## src/io_cfg_pkg.sv

```systemverilog
// Constants shared by the reset I/O configuration block and its ramp unit.
package io_cfg_pkg;
    localparam int ADDR_W = 8;
    localparam int VCODE_W = 6;
    localparam int SLEW_W = 3;
    localparam int DIV_W = 20;

    // Register byte offsets.
    localparam logic [7:0] OFS_CTRL = 8'h00;
    localparam logic [7:0] OFS_CORE_A = 8'h04;
    localparam logic [7:0] OFS_CORE_B = 8'h08;
    localparam logic [7:0] OFS_SLEW = 8'h0C;
    localparam logic [7:0] OFS_STATUS = 8'h10;

    // Control register bit positions.
    localparam int CTRL_PIN_A_USER = 0;
    localparam int CTRL_OUT_USER = 1;
    localparam int CTRL_PIN_C_USER = 2;
    localparam int CTRL_MODE_SEL = 3;
    localparam int CTRL_DRIVE_TYPE = 4;
    localparam int CTRL_CORE_RST_EN = 5;
    localparam int CTRL_W = 6;

    // Status register bit positions.
    localparam int ST_PIN_A_IN = 0;
    localparam int ST_PIN_C_IN = 1;
    localparam int ST_MAIN_POWER_GOOD = 2;
    localparam int ST_HELD_LEVEL = 3;
    localparam int ST_RAMP_A_BUSY = 4;
    localparam int ST_RAMP_B_BUSY = 5;
    localparam int ST_CORE_RST_SEEN = 6;

    // Reset values.
    localparam logic [CTRL_W-1:0] CTRL_RST = 6'h07;
    localparam logic [VCODE_W-1:0] CORE_A_RST = 6'h20;
    localparam logic [VCODE_W-1:0] CORE_B_RST = 6'h20;
    localparam logic [SLEW_W-1:0] SLEW_RST = 3'h0;

    // Ramp timing: one code step per interval, doubled per slew setting.
    localparam int CLK_PERIOD_NS = 100;
    localparam int RAMP_STEP_NS = 10000;
    localparam int RAMP_STEP_CYCLES =
        (RAMP_STEP_NS + CLK_PERIOD_NS - 1) / CLK_PERIOD_NS;
endpackage

```

## src/core_ramp.sv

```systemverilog
// Steps one core regulator output code toward its target, one code per tick.
module core_ramp
    import io_cfg_pkg::*;
(
    input wire logic core_clk, // System clock.
    input wire logic rst_n, // Asynchronous reset, active low.
    input wire logic step_en, // One-cycle pulse per ramp step.
    input wire logic [VCODE_W-1:0] target, // Code to ramp toward.
    input wire logic [VCODE_W-1:0] rst_code, // Unused; reset loads CORE_A_RST.
    output logic [VCODE_W-1:0] code_q, // Present output code.
    output logic busy_q // High while code differs from target.
);
    logic [VCODE_W-1:0] code_d;
    logic busy_d;

    // The rail is never switched off; it only moves one code at a time.
    always_comb begin
        code_d = code_q;
        if (step_en && code_q < target) begin
            code_d = code_q + 6'h01;
        end else if (step_en && code_q > target) begin
            code_d = code_q - 6'h01;
        end
        busy_d = (code_d != target);
    end

    always_ff @(posedge core_clk or negedge rst_n) begin
        if (!rst_n) begin
            code_q <= CORE_A_RST;
            busy_q <= 1'b0;
        end else begin
            code_q <= code_d;
            busy_q <= busy_d;
        end
    end

    logic unused_rst_code;
    assign unused_rst_code = ^rst_code;
endmodule

```

## src/ddr_reset_io_config.sv

```systemverilog
// Memory-reset and core-rail-reset pin logic with an APB register file.
//
// Contract
// - With mode select 0 pin A is open drain from its user bit or the sequencer, 0 low and 1 released.
// - With mode select 1 and power-good high, pin A is an input and the reset output copies its level.
// - With mode select 1 and power-good low, the reset output is low after reset, else holds the level caught as power-good fell.
// - With mode select 0 the reset output follows its user bit, open drain for drive type 0 and push-pull for 1.
// - In memory reset mode the reset output is open drain for drive type 0 and push-pull for 1.
// - Mode select 1 makes pin A an input and the reset output an output.
// - With core reset enable 0 pin C is open drain from its user bit or the sequencer, 0 low and 1 released.
// - With core reset enable 1 each falling edge on pin C restores only the two core voltage registers.
// - After a core reset edge both core rails ramp to default at the slew setting without power cycling.
// - Main power-good is low when an enabled main rail is out of tolerance or in suspend.
//
// Design decisions made here: the APB register port and the register offsets.
module ddr_reset_io_config
    import io_cfg_pkg::*;
#(
    parameter int STEP_CYCLES = RAMP_STEP_CYCLES
) (
    input wire logic core_clk, // System clock, 10 MHz.
    input wire logic rst_n, // Power-on reset, active low.
    input wire logic psel, // APB select.
    input wire logic penable, // APB enable.
    input wire logic pwrite, // APB write.
    input wire logic [ADDR_W-1:0] paddr, // APB byte address.
    input wire logic [31:0] pwdata, // APB write data.
    output logic [31:0] prdata, // APB read data.
    output logic pready, // APB ready.
    output logic pslverr, // APB error for unmapped address.
    input wire logic main_power_good, // Main rails good, asynchronous.
    input wire logic seq_pin_a_ctrl, // Sequencer owns pin A.
    input wire logic seq_pin_a_level, // Sequencer level for pin A.
    input wire logic seq_pin_c_ctrl, // Sequencer owns pin C.
    input wire logic seq_pin_c_level, // Sequencer level for pin C.
    input wire logic mem_reset_in_pin_i, // Pin A level.
    output logic mem_reset_in_pin_o, // Pin A drive value.
    output logic mem_reset_in_pin_oe_n, // Pin A enable, low drives.
    output logic mem_reset_out_pin_o, // Reset output drive value.
    output logic mem_reset_out_pin_oe_n, // Reset output enable, low drives.
    input wire logic core_rail_reset_pin_i, // Pin C level.
    output logic core_rail_reset_pin_o, // Pin C drive value.
    output logic core_rail_reset_pin_oe_n, // Pin C enable, low drives.
    output logic [VCODE_W-1:0] core_buck_a_code, // Core rail A code.
    output logic [VCODE_W-1:0] core_buck_b_code // Core rail B code.
);
    localparam int NSYNC = 3;
    // Pins idle high behind pull-ups, while power-good starts out low so
    // that the held reset level cannot catch the pin during reset release.
    localparam logic [NSYNC-1:0] SYNC_RST = 3'h3;

    // Two-stage synchronisers for pin A, pin C and power-good.
    logic [NSYNC-1:0] sync_raw;
    logic [NSYNC-1:0] sync1_q;
    logic [NSYNC-1:0] sync2_q;
    assign sync_raw = {main_power_good, core_rail_reset_pin_i,
                       mem_reset_in_pin_i};

    genvar gi;
    generate
        for (gi = 0; gi < NSYNC; gi++) begin : g_sync
            always_ff @(posedge core_clk or negedge rst_n) begin
                if (!rst_n) begin
                    sync1_q[gi] <= SYNC_RST[gi];
                    sync2_q[gi] <= SYNC_RST[gi];
                end else begin
                    sync1_q[gi] <= sync_raw[gi];
                    sync2_q[gi] <= sync1_q[gi];
                end
            end
        end
    endgenerate

    logic pin_a_s;
    logic pin_c_s;
    logic main_power_good_s;
    assign pin_a_s = sync2_q[0];
    assign pin_c_s = sync2_q[1];
    assign main_power_good_s = sync2_q[2];

    function automatic logic od_drive_low(input logic own_seq,
                                          input logic seq_lvl,
                                          input logic user_lvl);
        od_drive_low = own_seq ? !seq_lvl : !user_lvl;
    endfunction

    logic [CTRL_W-1:0] ctrl_q, ctrl_d;
    logic [VCODE_W-1:0] tgt_a_q, tgt_a_d, tgt_b_q, tgt_b_d;
    logic [SLEW_W-1:0] slew_q, slew_d;
    logic seen_q, seen_d;
    logic held_q, held_d;
    logic pin_c_prev_q, pin_c_prev_d;
    logic [31:0] prdata_q, prdata_d;
    logic pready_q, pready_d;
    logic pslverr_q, pslverr_d;
    logic a_oe_n_q, a_oe_n_d;
    logic b_o_q, b_o_d, b_oe_n_q, b_oe_n_d;
    logic c_oe_n_q, c_oe_n_d;
    logic [DIV_W-1:0] div_q, div_d;
    logic step_q, step_d;
    logic busy_a, busy_b;
    logic [VCODE_W-1:0] code_a, code_b;

    logic wr_fire;
    logic mapped;
    logic core_edge;
    logic mode_sel;
    logic out_level;
    logic [DIV_W-1:0] step_limit;
    logic [31:0] status_word;

    assign mode_sel = ctrl_q[CTRL_MODE_SEL];
    assign wr_fire = psel && penable && pready_q && pwrite;
    assign mapped = (paddr == OFS_CTRL) || (paddr == OFS_CORE_A) ||
                    (paddr == OFS_CORE_B) || (paddr == OFS_SLEW) ||
                    (paddr == OFS_STATUS);
    // Only a transition counts, so a pin held low never retriggers.
    assign core_edge = ctrl_q[CTRL_CORE_RST_EN] && pin_c_prev_q &&
                       !pin_c_s;
    assign step_limit = DIV_W'(STEP_CYCLES) << slew_q;

    always_comb begin
        status_word = 32'h0000_0000;
        status_word[ST_PIN_A_IN] = pin_a_s;
        status_word[ST_PIN_C_IN] = pin_c_s;
        status_word[ST_MAIN_POWER_GOOD] = main_power_good_s;
        status_word[ST_HELD_LEVEL] = held_q;
        status_word[ST_RAMP_A_BUSY] = busy_a;
        status_word[ST_RAMP_B_BUSY] = busy_b;
        status_word[ST_CORE_RST_SEEN] = seen_q;
    end

    // Register file, APB answer and core reset handling.
    always_comb begin
        ctrl_d = ctrl_q;
        tgt_a_d = tgt_a_q;
        tgt_b_d = tgt_b_q;
        slew_d = slew_q;
        seen_d = seen_q;
        pready_d = psel && !penable;
        pslverr_d = psel && !penable && !mapped;
        prdata_d = 32'h0000_0000;
        if (psel && !penable && !pwrite) begin
            unique case (paddr)
                OFS_CTRL: prdata_d = {26'h0, ctrl_q};
                OFS_CORE_A: prdata_d = {26'h0, tgt_a_q};
                OFS_CORE_B: prdata_d = {26'h0, tgt_b_q};
                OFS_SLEW: prdata_d = {29'h0, slew_q};
                OFS_STATUS: prdata_d = status_word;
                default: prdata_d = 32'h0000_0000;
            endcase
        end
        if (wr_fire) begin
            unique case (paddr)
                OFS_CTRL: ctrl_d = pwdata[CTRL_W-1:0];
                OFS_CORE_A: tgt_a_d = pwdata[VCODE_W-1:0];
                OFS_CORE_B: tgt_b_d = pwdata[VCODE_W-1:0];
                OFS_SLEW: slew_d = pwdata[SLEW_W-1:0];
                OFS_STATUS: begin
                    if (pwdata[ST_CORE_RST_SEEN]) begin
                        seen_d = 1'b0;
                    end
                end
                default: ;
            endcase
        end
        // The pin edge beats a software write in the same cycle.
        if (core_edge) begin
            tgt_a_d = CORE_A_RST;
            tgt_b_d = CORE_B_RST;
            seen_d = 1'b1;
        end
        pin_c_prev_d = pin_c_s;
    end

    // Memory reset level: tracks pin A while power-good is high, else holds.
    always_comb begin
        held_d = held_q;
        if (main_power_good_s) begin
            held_d = pin_a_s;
        end
        out_level = mode_sel ? held_d : ctrl_q[CTRL_OUT_USER];
    end

    // Pin drivers.
    always_comb begin
        if (mode_sel) begin
            a_oe_n_d = 1'b1;
        end else begin
            a_oe_n_d = !od_drive_low(seq_pin_a_ctrl, seq_pin_a_level,
                                     ctrl_q[CTRL_PIN_A_USER]);
        end
        if (ctrl_q[CTRL_DRIVE_TYPE]) begin
            b_o_d = out_level;
            b_oe_n_d = 1'b0;
        end else begin
            b_o_d = 1'b0;
            b_oe_n_d = out_level;
        end
        if (ctrl_q[CTRL_CORE_RST_EN]) begin
            c_oe_n_d = 1'b1;
        end else begin
            c_oe_n_d = !od_drive_low(seq_pin_c_ctrl, seq_pin_c_level,
                                     ctrl_q[CTRL_PIN_C_USER]);
        end
    end

    // Ramp step divider.
    always_comb begin
        div_d = div_q + 20'h00001;
        step_d = 1'b0;
        if (div_q + 20'h00001 >= step_limit) begin
            div_d = 20'h00000;
            step_d = 1'b1;
        end
    end

    always_ff @(posedge core_clk or negedge rst_n) begin
        if (!rst_n) begin
            ctrl_q <= CTRL_RST;
            tgt_a_q <= CORE_A_RST;
            tgt_b_q <= CORE_B_RST;
            slew_q <= SLEW_RST;
            seen_q <= 1'b0;
            held_q <= 1'b0;
            pin_c_prev_q <= 1'b1;
            prdata_q <= 32'h0000_0000;
            pready_q <= 1'b0;
            pslverr_q <= 1'b0;
            a_oe_n_q <= 1'b1;
            b_o_q <= 1'b0;
            b_oe_n_q <= 1'b1;
            c_oe_n_q <= 1'b1;
            div_q <= 20'h00000;
            step_q <= 1'b0;
        end else begin
            ctrl_q <= ctrl_d;
            tgt_a_q <= tgt_a_d;
            tgt_b_q <= tgt_b_d;
            slew_q <= slew_d;
            seen_q <= seen_d;
            held_q <= held_d;
            pin_c_prev_q <= pin_c_prev_d;
            prdata_q <= prdata_d;
            pready_q <= pready_d;
            pslverr_q <= pslverr_d;
            a_oe_n_q <= a_oe_n_d;
            b_o_q <= b_o_d;
            b_oe_n_q <= b_oe_n_d;
            c_oe_n_q <= c_oe_n_d;
            div_q <= div_d;
            step_q <= step_d;
        end
    end

    core_ramp u_ramp_a (
        .core_clk(core_clk),
        .rst_n(rst_n),
        .step_en(step_q),
        .target(tgt_a_q),
        .rst_code(CORE_A_RST),
        .code_q(code_a),
        .busy_q(busy_a)
    );

    core_ramp u_ramp_b (
        .core_clk(core_clk),
        .rst_n(rst_n),
        .step_en(step_q),
        .target(tgt_b_q),
        .rst_code(CORE_B_RST),
        .code_q(code_b),
        .busy_q(busy_b)
    );

    assign prdata = prdata_q;
    assign pready = pready_q;
    assign pslverr = pslverr_q;
    assign mem_reset_in_pin_o = 1'b0;
    assign mem_reset_in_pin_oe_n = a_oe_n_q;
    assign mem_reset_out_pin_o = b_o_q;
    assign mem_reset_out_pin_oe_n = b_oe_n_q;
    assign core_rail_reset_pin_o = 1'b0;
    assign core_rail_reset_pin_oe_n = c_oe_n_q;
    assign core_buck_a_code = code_a;
    assign core_buck_b_code = code_b;
endmodule

```

## config.mk

```make
export PLATFORM = sky130hd
export DESIGN_NAME = ddr_reset_io_config
export DESIGN_NICKNAME = d
export VERILOG_FILES = /design/src/io_cfg_pkg.sv /design/src/core_ramp.sv /design/src/ddr_reset_io_config.sv
export SDC_FILE = /design/constraint.sdc
export NUM_CORES = 1
export LEC_CHECK = 0
export ABC_AREA = 1
export BUFFER_PORTS_ARGS = -buffer_cell sky130_fd_sc_hd__buf_2
export CAP_MARGIN = 30
export CORE_MARGIN = 3
export CORE_UTILIZATION = 45
export DETAILED_ROUTE_END_ITERATION = 6
export PLACE_DENSITY_LB_ADDON = 0.08
export SYNTH_ARGS = -nofsm -noshare
export SYNTH_HDL_FRONTEND = slang
export SYNTH_HIERARCHICAL = 1
export SYNTH_SLANG_ARGS = --single-unit
export TNS_END_PERCENT = 50
```

## constraint.sdc

```tcl
create_clock -name core_clk -period 5 [get_ports core_clk]
set_input_delay 0 -clock core_clk [delete_from_list [all_inputs] [get_ports core_clk]]
set_output_delay 0 -clock core_clk [all_outputs]
set_load 0.05 [all_outputs]
```

# Yosys cells after proc, flatten, opt, wreduce, memory -nomap -nowiden
# Cells that the tools add are included.
# W data, S select, Z words.
totals:
  out_inout_bits: 52
  rom_bits: 0
  word_cells: 106
  mem_count: 0
  ram_bits: 0
  reg_bits: 103
  latchBits: 0
  in_bits: 52
classes:
  shift: 1
  div_mod_pow: 0
  n_bitwise: 0
  mux: 26
  addsub: 5
  magnitude_cmp: 5
  n_eq_ne: 6
  n_reduce_logical: 37
  multipliers: 0
op_table:
  columns: ["cell", "count"]
  rows:
  - ["$mux W6", 10]
  - ["$pmux W7 S5", 1]
  - ["$mux W32", 1]
  - ["$add A20 B1 Y20 const B", 1]
  - ["$ge A20 B20 Y1", 1]
  - ["$mux W20", 1]
  - ["$shl A7 B3 Y20 const A", 1]
  - ["$eq A8 B4 Y1 const B", 2]
  - ["$mux W1", 13]
  - ["$add A6 B1 Y6 const B", 2]
  - ["$gt A6 B6 Y1", 2]
  - ["$logic_and A1 B1 Y1", 12]
  - ["$lt A6 B6 Y1", 2]
  - ["$ne A6 B6 Y1", 2]
  - ["$sub A6 B1 Y6 const B", 2]
  - ["$logic_not A1 Y1", 10]
  - ["$reduce_bool A2 Y1", 5]
  - ["$eq A8 B3 Y1 const B", 1]
  - ["$eq A8 B5 Y1 const B", 1]
  - ["$logic_not A8 Y1", 1]
  - ["$reduce_and A2 Y1", 4]
  - ["$logic_or A1 B1 Y1", 4]
  - ["$reduce_and A3 Y1", 1]

# Logic depth before layout (Yosys ltp)
# Gate-level depths: netlist of run 1.
depth:
  word_depth: 7
  ltp_mapped: 17
  mapped_depth_nobuf: 17

# Cells and area by module
# The synthesis of run 1 kept the hierarchy.
by_module_without_submodules:
  columns: ["mod", "seq_area_each_um2", "instances", "area_per_inst_um2", "cells_each"]
  rows:
  - ["ddr_reset_io_config", 1617.8, 1, 3632.2, 446]
  - ["core_ramp", 176.4, 2, 818.3, 128]

# Least setup slack after synthesis of run 1
# OpenSTA, ideal clock, no wires.
synth_timing:
  path_type: "register to register"
  startpoint: "reg div_q[0]"
  endpoint: "reg div_q[12]"
  arrival_time_ns: 2.368
  stages_incl_launch_ff: 17
  period_less_slack_ns: 2.495
  path_buffers: 1
  required_time_ns: 4.873
  slack_ns: 2.505
  setup_ns: 0.127
  cell_sequence: "dfrtp_1 > ha_1 > nand2_2 > nor3_2 > nand2_1 > xor2_1 > inv_1 > ha_1 > nand2_1 > nor2_1 > a21boi_0 > nor2_1 > nor2_1 > nor2_2 > nand2_2 > buf_6 > nor3_2"
synth_via:
  elab_chain_cells: 3
synth_lines:
  columns: ["element", "line_no", "source"]
  rows:
  - ["start, declared", "ddr_reset_io_config.sv:99", "logic [DIV_W-1:0] div_q, div_d;"]
  - ["start signal, assigned", "ddr_reset_io_config.sv:251", "div_q <= div_d;"]
  - ["$add A20 B1 Y20 *", "ddr_reset_io_config.sv:210, ddr_reset_io_config.sv:212", null]
  - ["$ge A20 B20 Y1", "ddr_reset_io_config.sv:212", "if (div_q + 20'h00001 >= step_limit) begin"]
  - ["$mux W20 *", "ddr_reset_io_config.sv:212", null]
  - ["via div_d[12]", "ddr_reset_io_config.sv:99", null]
# The timed path passes the listed nets; every way through them passes the cells marked *.
# A chain may end at the register's enable or synchronous reset.

# Final worst setup path of run 1
layout_timing:
  startpoint: "reg div_q[0]"
  endpoint: "reg div_q[1]"
# Same word-level chain as after synthesis.

==> results by group, run 1 <==
Run status
  • Run status: complete, no violations

Die
  • I/O pins: 104
  • Die area: 13,000 um^2
  • Chip width: 114 um
  • Initial core utilization: 0.473
  • Core ar.: 11,100 um^2
  • Row cnt: 38
  • Die Y: 114 um

Layout
  • Final Util: 0.550
  • Multi-input logic area: 2760 um^2
  • Area delta synth->final: 16.1%
  • Share of layout cells above drive strength 1: 0.196
  • # diodes: 0
  • Fill cells: 1,068
  • FF/Latch Area: 1970 um^2
  • Post-layout nets: 867

CTS
  • H-tree Lvls: 3
  • Root buf cell: clkbuf_16
  • CTS tree: yes
  • Skew-Pair Late Insertion Delay: 0.33 ns
  • Clock transition at the registers of the reported paths: 0.06 ns
  • Cts bufs inserted: 9
  • Clock Sinks: 78
  • CTS Hold Bufs: 19
  • CTS resizes: 0
  • CTS max path bufs: 2
  • Setup bufs post-CTS: 0

Min path
  • Worst Hold Class: in -> reg

GRT
  • Global routing usage on met3: 0.0243
  • GRT Util Overall: 0.195
  • Grt ovf: 0
  • Vias in the first global route: 4,511
  • Pin count of the biggest net entering global routing: 45
  • Gr busiest metal: met2
  • GRT met1 Usage: 0.255
  • Initial antenna violation count: 0
  • Global-route wire length before repair: 20.8 mm
  • Met2 Use GR: 0.337

Timing
  • Min Hold Slack: 0.0445 ns
  • Fmax: 334 MHz
  • Fin Setup TNS: 0 ns
  • RSZ-0062 raised after global routing: no
  • Fin crit period: 2.99 ns
  • Final setup violation count: 0
  • Hold Violations, Final: 0
  • Worst Skew: 0.00666 ns
  • Final Cycle Share: 0.599
  • Slew headroom: 0.506
  • Worst-Margin Slew: 0.741 ns
  • Max Slew Vio Count: 0

Setup path
  • CP Class: reg -> reg
  • Worst EP required: 5.20 ns
  • Worst-path fanout max: 14
  • Crit. End Element: flip-flop
  • Critical Path AT: 3.19 ns
  • Startpoint types: flip-flop

Synthesis
  • Post-synthesis cell count: 701
  • Syn_area_per_cell: 7.51 um^2
  • Mapped cell area: 5270 um^2
  • Synthesis Warnings: 6

Drt
  • Iter 0 DRT Violations: 257
  • Drt first pass iters: 5
  • Vias per Instance: 4.88
  • Via count: 4,524
  • Residual DRC count: 0
  • WL per Instance: 12.8 um
  • Post-Route WL: 11.8 mm
  • Antenna violation net count after detailed routing: 0

Placement
  • I/O Buffers: 51
  • RePlAce Congestion: 0.913
  • DP Wirelength: 9.28 mm

Power
  • Pwr Density: 444 nW/um^2
  • Peak supply drop: 0.280 mV
  • Leakage: 3.11 nW

Flow run
  • Max Cap Viol: 0
cell type report:
cell class,count,share of cell area
clock inverters,7,0.0156
repair buffers,71,0.0778
flip-flops and latches,78,0.322
well taps,140,0.0286
clock buffers,9,0.0368
multi-input cells,511,0.451
inverters,111,0.0681
per-layer routing:
layer / routed length [um] / share of wire / vias up
li1: - / - / 2300
met2: 5870 / 0.50 / 90
met5: 0 / 0 / -
met3: 373 / 0.032 / 16
met1: 5400 / 0.46 / 2118
met4: 188 / 0.016 / 0
sequential cells by signal, summed over array words and instances (netlist names):
| signal | flops |
|---|---|
| held_q | 1 |
| sync1_q | 3 |
| pin_a_s | 1 |
| seen_q | 1 |
| mem_reset_out_pin_o | 1 |
| main_power_good_s | 1 |
| pslverr | 1 |
| tgt_b_q | 6 |
| pready | 1 |
| ctrl_q | 6 |
| u_ramp_b/code_q | 6 |
| pin_c_prev_q | 1 |
| mem_reset_out_pin_oe_n | 1 |
| slew_q | 3 |
| u_ramp_a/busy_q | 1 |
| step_q | 1 |
| tgt_a_q | 6 |
| div_q | 20 |
| mem_reset_in_pin_oe_n | 1 |
| prdata | 7 |
| u_ramp_a/code_q | 6 |
| pin_c_prev_d | 1 |
| u_ramp_b/busy_q | 1 |
| core_rail_reset_pin_oe_n | 1 |
report_power, final:
| part | internal, mW | total [mW] | switching [mW] |
|---|---|---|---|
| sequential | 0.705 | 0.796 | 0.0911 |
| clock | 0.439 | 0.698 | 0.260 |
| combinational | 0.368 | 1.22 | 0.854 |
| total | 1.51 | 2.72 | 1.20 |
worst paths after layout:
check                                     start  depth (start not counted)                          end  slack (ns)
min                                    paddr[5]                          4          prdata[6]$_DFF_PN0_        0.04
max                          div_q[0]$_DFF_PN0_                         15           div_q[1]$_DFF_PN0_        2.01
min reg2reg                sync1_q[2]$_DFF_PN0_                          0  main_power_good_s$_DFF_PN0_        0.35
max reg2reg                  div_q[0]$_DFF_PN0_                         15           div_q[1]$_DFF_PN0_        2.01
max in group asynchronous                 rst_n                          3        ctrl_q[2]$_DFFE_PN1P_        4.17
min in group asynchronous                 rst_n                          2             held_q$_DFF_PN0_        0.19
layout by cell type (no fill, tap or decap), types with 19 or more instances in the layout:
cell type,n
dlygate4sd3_1,19
o21ai_0,31
ha_1,33
nand2_2,28
conb_1,33
nand3_1,41
nand2_1,194
nor2_1,52
inv_1,105
dfrtp_1,63
buf_2,50
stage by stage:
| step | setup WS [ns] | cells | total power [mW] | area [um^2] |
|---|---|---|---|---|
| global placement | 2.05 | 891 | 1.98 | 5580 |
| floorplan | 2.51 | 733 | 1.76 | 5390 |
| finish | 2.01 | 927 | 2.72 | 6110 |
| CTS | 1.99 | 927 | 2.73 | 6110 |
| global route | 1.62 | 927 | 2.94 | 6110 |
| detailed placement | 2.02 | 892 | 2.01 | 5600 |
critical path, stage by stage (launching register included):
cell and delay (ns):
dfrtp_1 0.39, ha_1 0.25, nand2_2 0.11, nor3_2 0.29
nand2_1 0.14, xor2_1 0.22, inv_1 0.08, ha_1 0.27
nand2_1 0.06, nor2_1 0.14, a21boi_0 0.19, nor2_1 0.09
nor2_1 0.16, nor2_2 0.07, nand2_2 0.31, nor3_1 0.08
Power figures use the tool's default switching activity.
==> run 2, diff against run 1 <==
ABC_AREA = 0   (was 1)
clock period = 2.5 ns   (was 5 ns; I/O delays follow)
==> run 2 against run 1 <==
  * The run now ends with negative setup slack left
  * Sequential share of layout area down 3.9 points
  * First-iteration DRC count up 1.2%
  * Synthesized cell count down 22%
  * Design area up 14%
  * Clock skew up 0.0037 ns
  * Core utilization up 5.6 points
  * Via count up 2.3%
  * Register-to-register slack worse by 2.1 ns
  * Area after synthesis up 1.2%
  * Cell count down 8.8%
  * Largest cell class unchanged
  * Combinational power up 130%
  * Critical path depth down 5
==> results by group, run 2 <==
Die
  • Initial core utilization: 0.463 (-0.0106)
  • Row cnt: 39 (+2.6%)
  • Die area: 13,200 um^2 (+1.1%)
  • Core ar.: 11,500 um^2 (+3.5%)
  • Die Y: 115 um (+0.56%)
  • Chip width: 115 um (+0.56%)
  • I/O pins: 104 (unchanged)

Drt
  • Drt first pass iters: 5 (unchanged)
  • Vias per Instance: 5.47 (+12%)
  • Residual DRC count: 0 (unchanged)
  • WL per Instance: 16.3 um (+28%)
  • Antenna violation net count after detailed routing: 0 (unchanged)
  • Iter 0 DRT Violations: 260 (+1.2%)
  • Post-Route WL: 13.8 mm (+17%)
  • Via count: 4,626 (+2.3%)

Power
  • Peak supply drop: 0.505 mV (+80%)
  • Pwr Density: 815 nW/um^2 (+83%)
  • Leakage: 3.15 nW (+1.5%)

Setup path
  • Worst EP required: 2.72 ns (-2.48 ns)
  • CP Class: reg -> reg
  • Cells along the critical path: nand3_4, or3_4, xnor2_4, ha_4, a21oi_4, o21ai_4, nor4_4, o311ai_4, buf_6, or3_1
  • Critical path's slowest cell: or3_4
  • Largest delay share family, worst path: simple AND/OR/NAND/NOR gates
  • Worst path bufs/invs: 1 (unchanged)
  • Reg2reg start: div_q[0]$_DFF_PN0_
  • Worst setup startpoint: div_q[0]$_DFF_PN0_
  • Worst-path fanout max: 5 (-9)
  • Startpoint types: flip-flop
  • Critical Path Max Stage Delay: 0.45 ns (+0.06 ns)
  • Critical Path AT: 2.85 ns (-0.34 ns)
  • Crit. End Element: flip-flop

GRT
  • Global-route wire length before repair: 22.4 mm (+7.9%)
  • Initial antenna violation count: 0 (unchanged)
  • Pin count of the biggest net entering global routing: 40 (-11%)
  • Grt ovf: 0 (unchanged)
  • Vias in the first global route: 4,575 (+1.4%)
  • GRT Util Overall: 0.215 (+0.0195)

Layout
  • # diodes: 0 (unchanged)
  • Fin area: 6980 um^2 (+14%)
  • Share of layout cells above drive strength 1: 0.350 (+0.155)
  • Post-layout nets: 782 (-9.8%)
  • Max reg flops: 20 (unchanged)
  • Final Util: 0.606 (+0.0563)
  • Fill cells: 1,001 (-6.3%)
  • Biggest register: div_q
  • Most common cell after layout, fill and taps aside: buf_4
  • Area delta synth->final: 31.0%
  • Most frequent cells in the layout: 84 x buf_4, 60 x dfrtp_1, 50 x buf_2

Min path
  • Worst Hold Class: in -> reg
  • Worst Hold Launch: paddr[6]

Timing
  • Min Hold Slack: 0.0160 ns (-0.0285 ns)
  • Fin crit period: 2.64 ns (-0.357 ns)
  • Worst Skew: 0.0104 ns (+0.00373 ns)
  • Final setup violation count: 15 (+15)
  • Final Cycle Share: 1.05 (+0.456)
  • Fmax: 379 MHz (+14%)
  • Setup slack after layout: -0.137 ns (-2.14 ns)
  • Worst-Margin Slew: 0.633 ns (-0.108 ns)
  • RSZ-0062 raised after global routing: yes
  • Fin Setup TNS: -1.12 ns (-1.12 ns)
  • Max Slew Vio Count: 0 (unchanged)
  • Slew headroom: 0.578 (+0.0718)
  • Hold Violations, Final: 0 (unchanged)

Flow run
  • Max Cap Viol: 0 (unchanged)

Placement
  • Dpl cell area: 6170 um^2 (+10%)
  • Worst slack at placement: -0.290 ns (-2.31 ns)
  • RePlAce Congestion: 0.919 (+0.75%)
  • DP Wirelength: 10.2 mm (+9.8%)
  • I/O Buffers: 51 (unchanged)

CTS
  • Clock transition at the registers of the reported paths: 0.07 ns (about the same)
  • CTS max path bufs: 2 (unchanged)
  • Skew-Pair Late Insertion Delay: 0.35 ns (+0.02 ns)
  • H-tree Lvls: 3 (unchanged)
  • Clock Sinks: 78 (unchanged)
  • Cts bufs inserted: 9 (unchanged)
  • Root buf cell: clkbuf_16
  • CTS tree: yes

Synthesis
  • Synthesis Warnings: 6 (unchanged)
  • Mapped cell area: 5330 um^2 (+1.2%)
  • Syn_area_per_cell: 9.74 um^2 (+30%)
  • Post-synthesis cell count: 547 (-22%)

Run status
  • Failing checks: negative setup slack
  • Run status: finished with violations
[run 2: what timing repair did]
action | in CTS | in global routing
pin swaps | 4 | 16
buffers inserted | 7 | 4
endpoints found under the hold margin | 67 | 0
endpoints found under the setup margin | 15 | 17
hold buffers | 19 | 0
resized for setup | 22 | 21
[run 2: cell type report]
type,instances,area [um^2],share of cell area
Clock buffer,10,229,0.0328
Clock inverter,6,70.1,0.0100
Inverter,25,93.8,0.0134
Multi-Input combinational cell,427,3330,0.477
Sequential cell,78,1970,0.283
Tap cell,143,179,0.0256
Timing Repair Buffer,156,1100,0.158
[run 2: worst register-to-register path: cells and delay by family (launching register included)]
| kind | cells | cell delay, ns |
|---|---|---|
| AO/OA/AOI/OAI | 3 | 0.38 |
| XOR/XNOR | 1 | 0.21 |
| adder cells (fa/ha/maj) | 1 | 0.24 |
| buffers and inverters | 1 | 0.17 |
| flip-flops | 1 | 0.43 |
| AND/OR/NAND/NOR | 4 | 1.08 |
[run 2: power breakdown]
part | internal (mW) | switching (mW) | leakage, nW
logic | 1.08 | 1.77 | 2.04
registers | 1.42 | 0.0850 | 0.971
clock network | 0.781 | 0.547 | 0.147
[run 2: path summary, 6_finish.rpt]
| path | to | slack, ns | depth (start not counted) |
|---|---|---|---|
| hold reg to reg | main_power_good_s$_DFF_PN0_ | 0.34 | 0 |
| setup reg to reg | step_q$_DFF_PN0_ | -0.14 | 10 |
| setup / recovery | step_q$_DFF_PN0_ | -0.14 | 10 |
| hold / removal | pslverr$_DFF_PN0_ | 0.02 | 3 |
| max in group asynchronous | mem_reset_in_pin_oe_n$_DFF_PN1_ | 1.61 | 3 |
| min in group asynchronous | div_q[4]$_DFF_PN0_ | 0.17 | 2 |
[run 2: through the flow]
| stage | power, mW | instances |
|---|---|---|
| 4_1_cts | 5.70 | 841 |
| 3_5_place_dp | 4.32 | 799 |
| 3_3_place_gp | 4.27 | 799 |
| 5_1_grt | 6.08 | 845 |
| 2_1_floorplan | 3.64 | 579 |
| 6_report | 5.69 | 845 |
[run 2: routing by layer]
layer / wire (um) / up-vias / global-route usage / part of all wire
li1: - / 2241 / - / -
met1: 6360 / 2256 / 0.290 / 0.46
met2: 6620 / 110 / 0.353 / 0.48
met3: 595 / 19 / 0.0358 / 0.043
met4: 227 / 0 / 0.0720 / 0.016
met5: 0 / - / 0 / 0
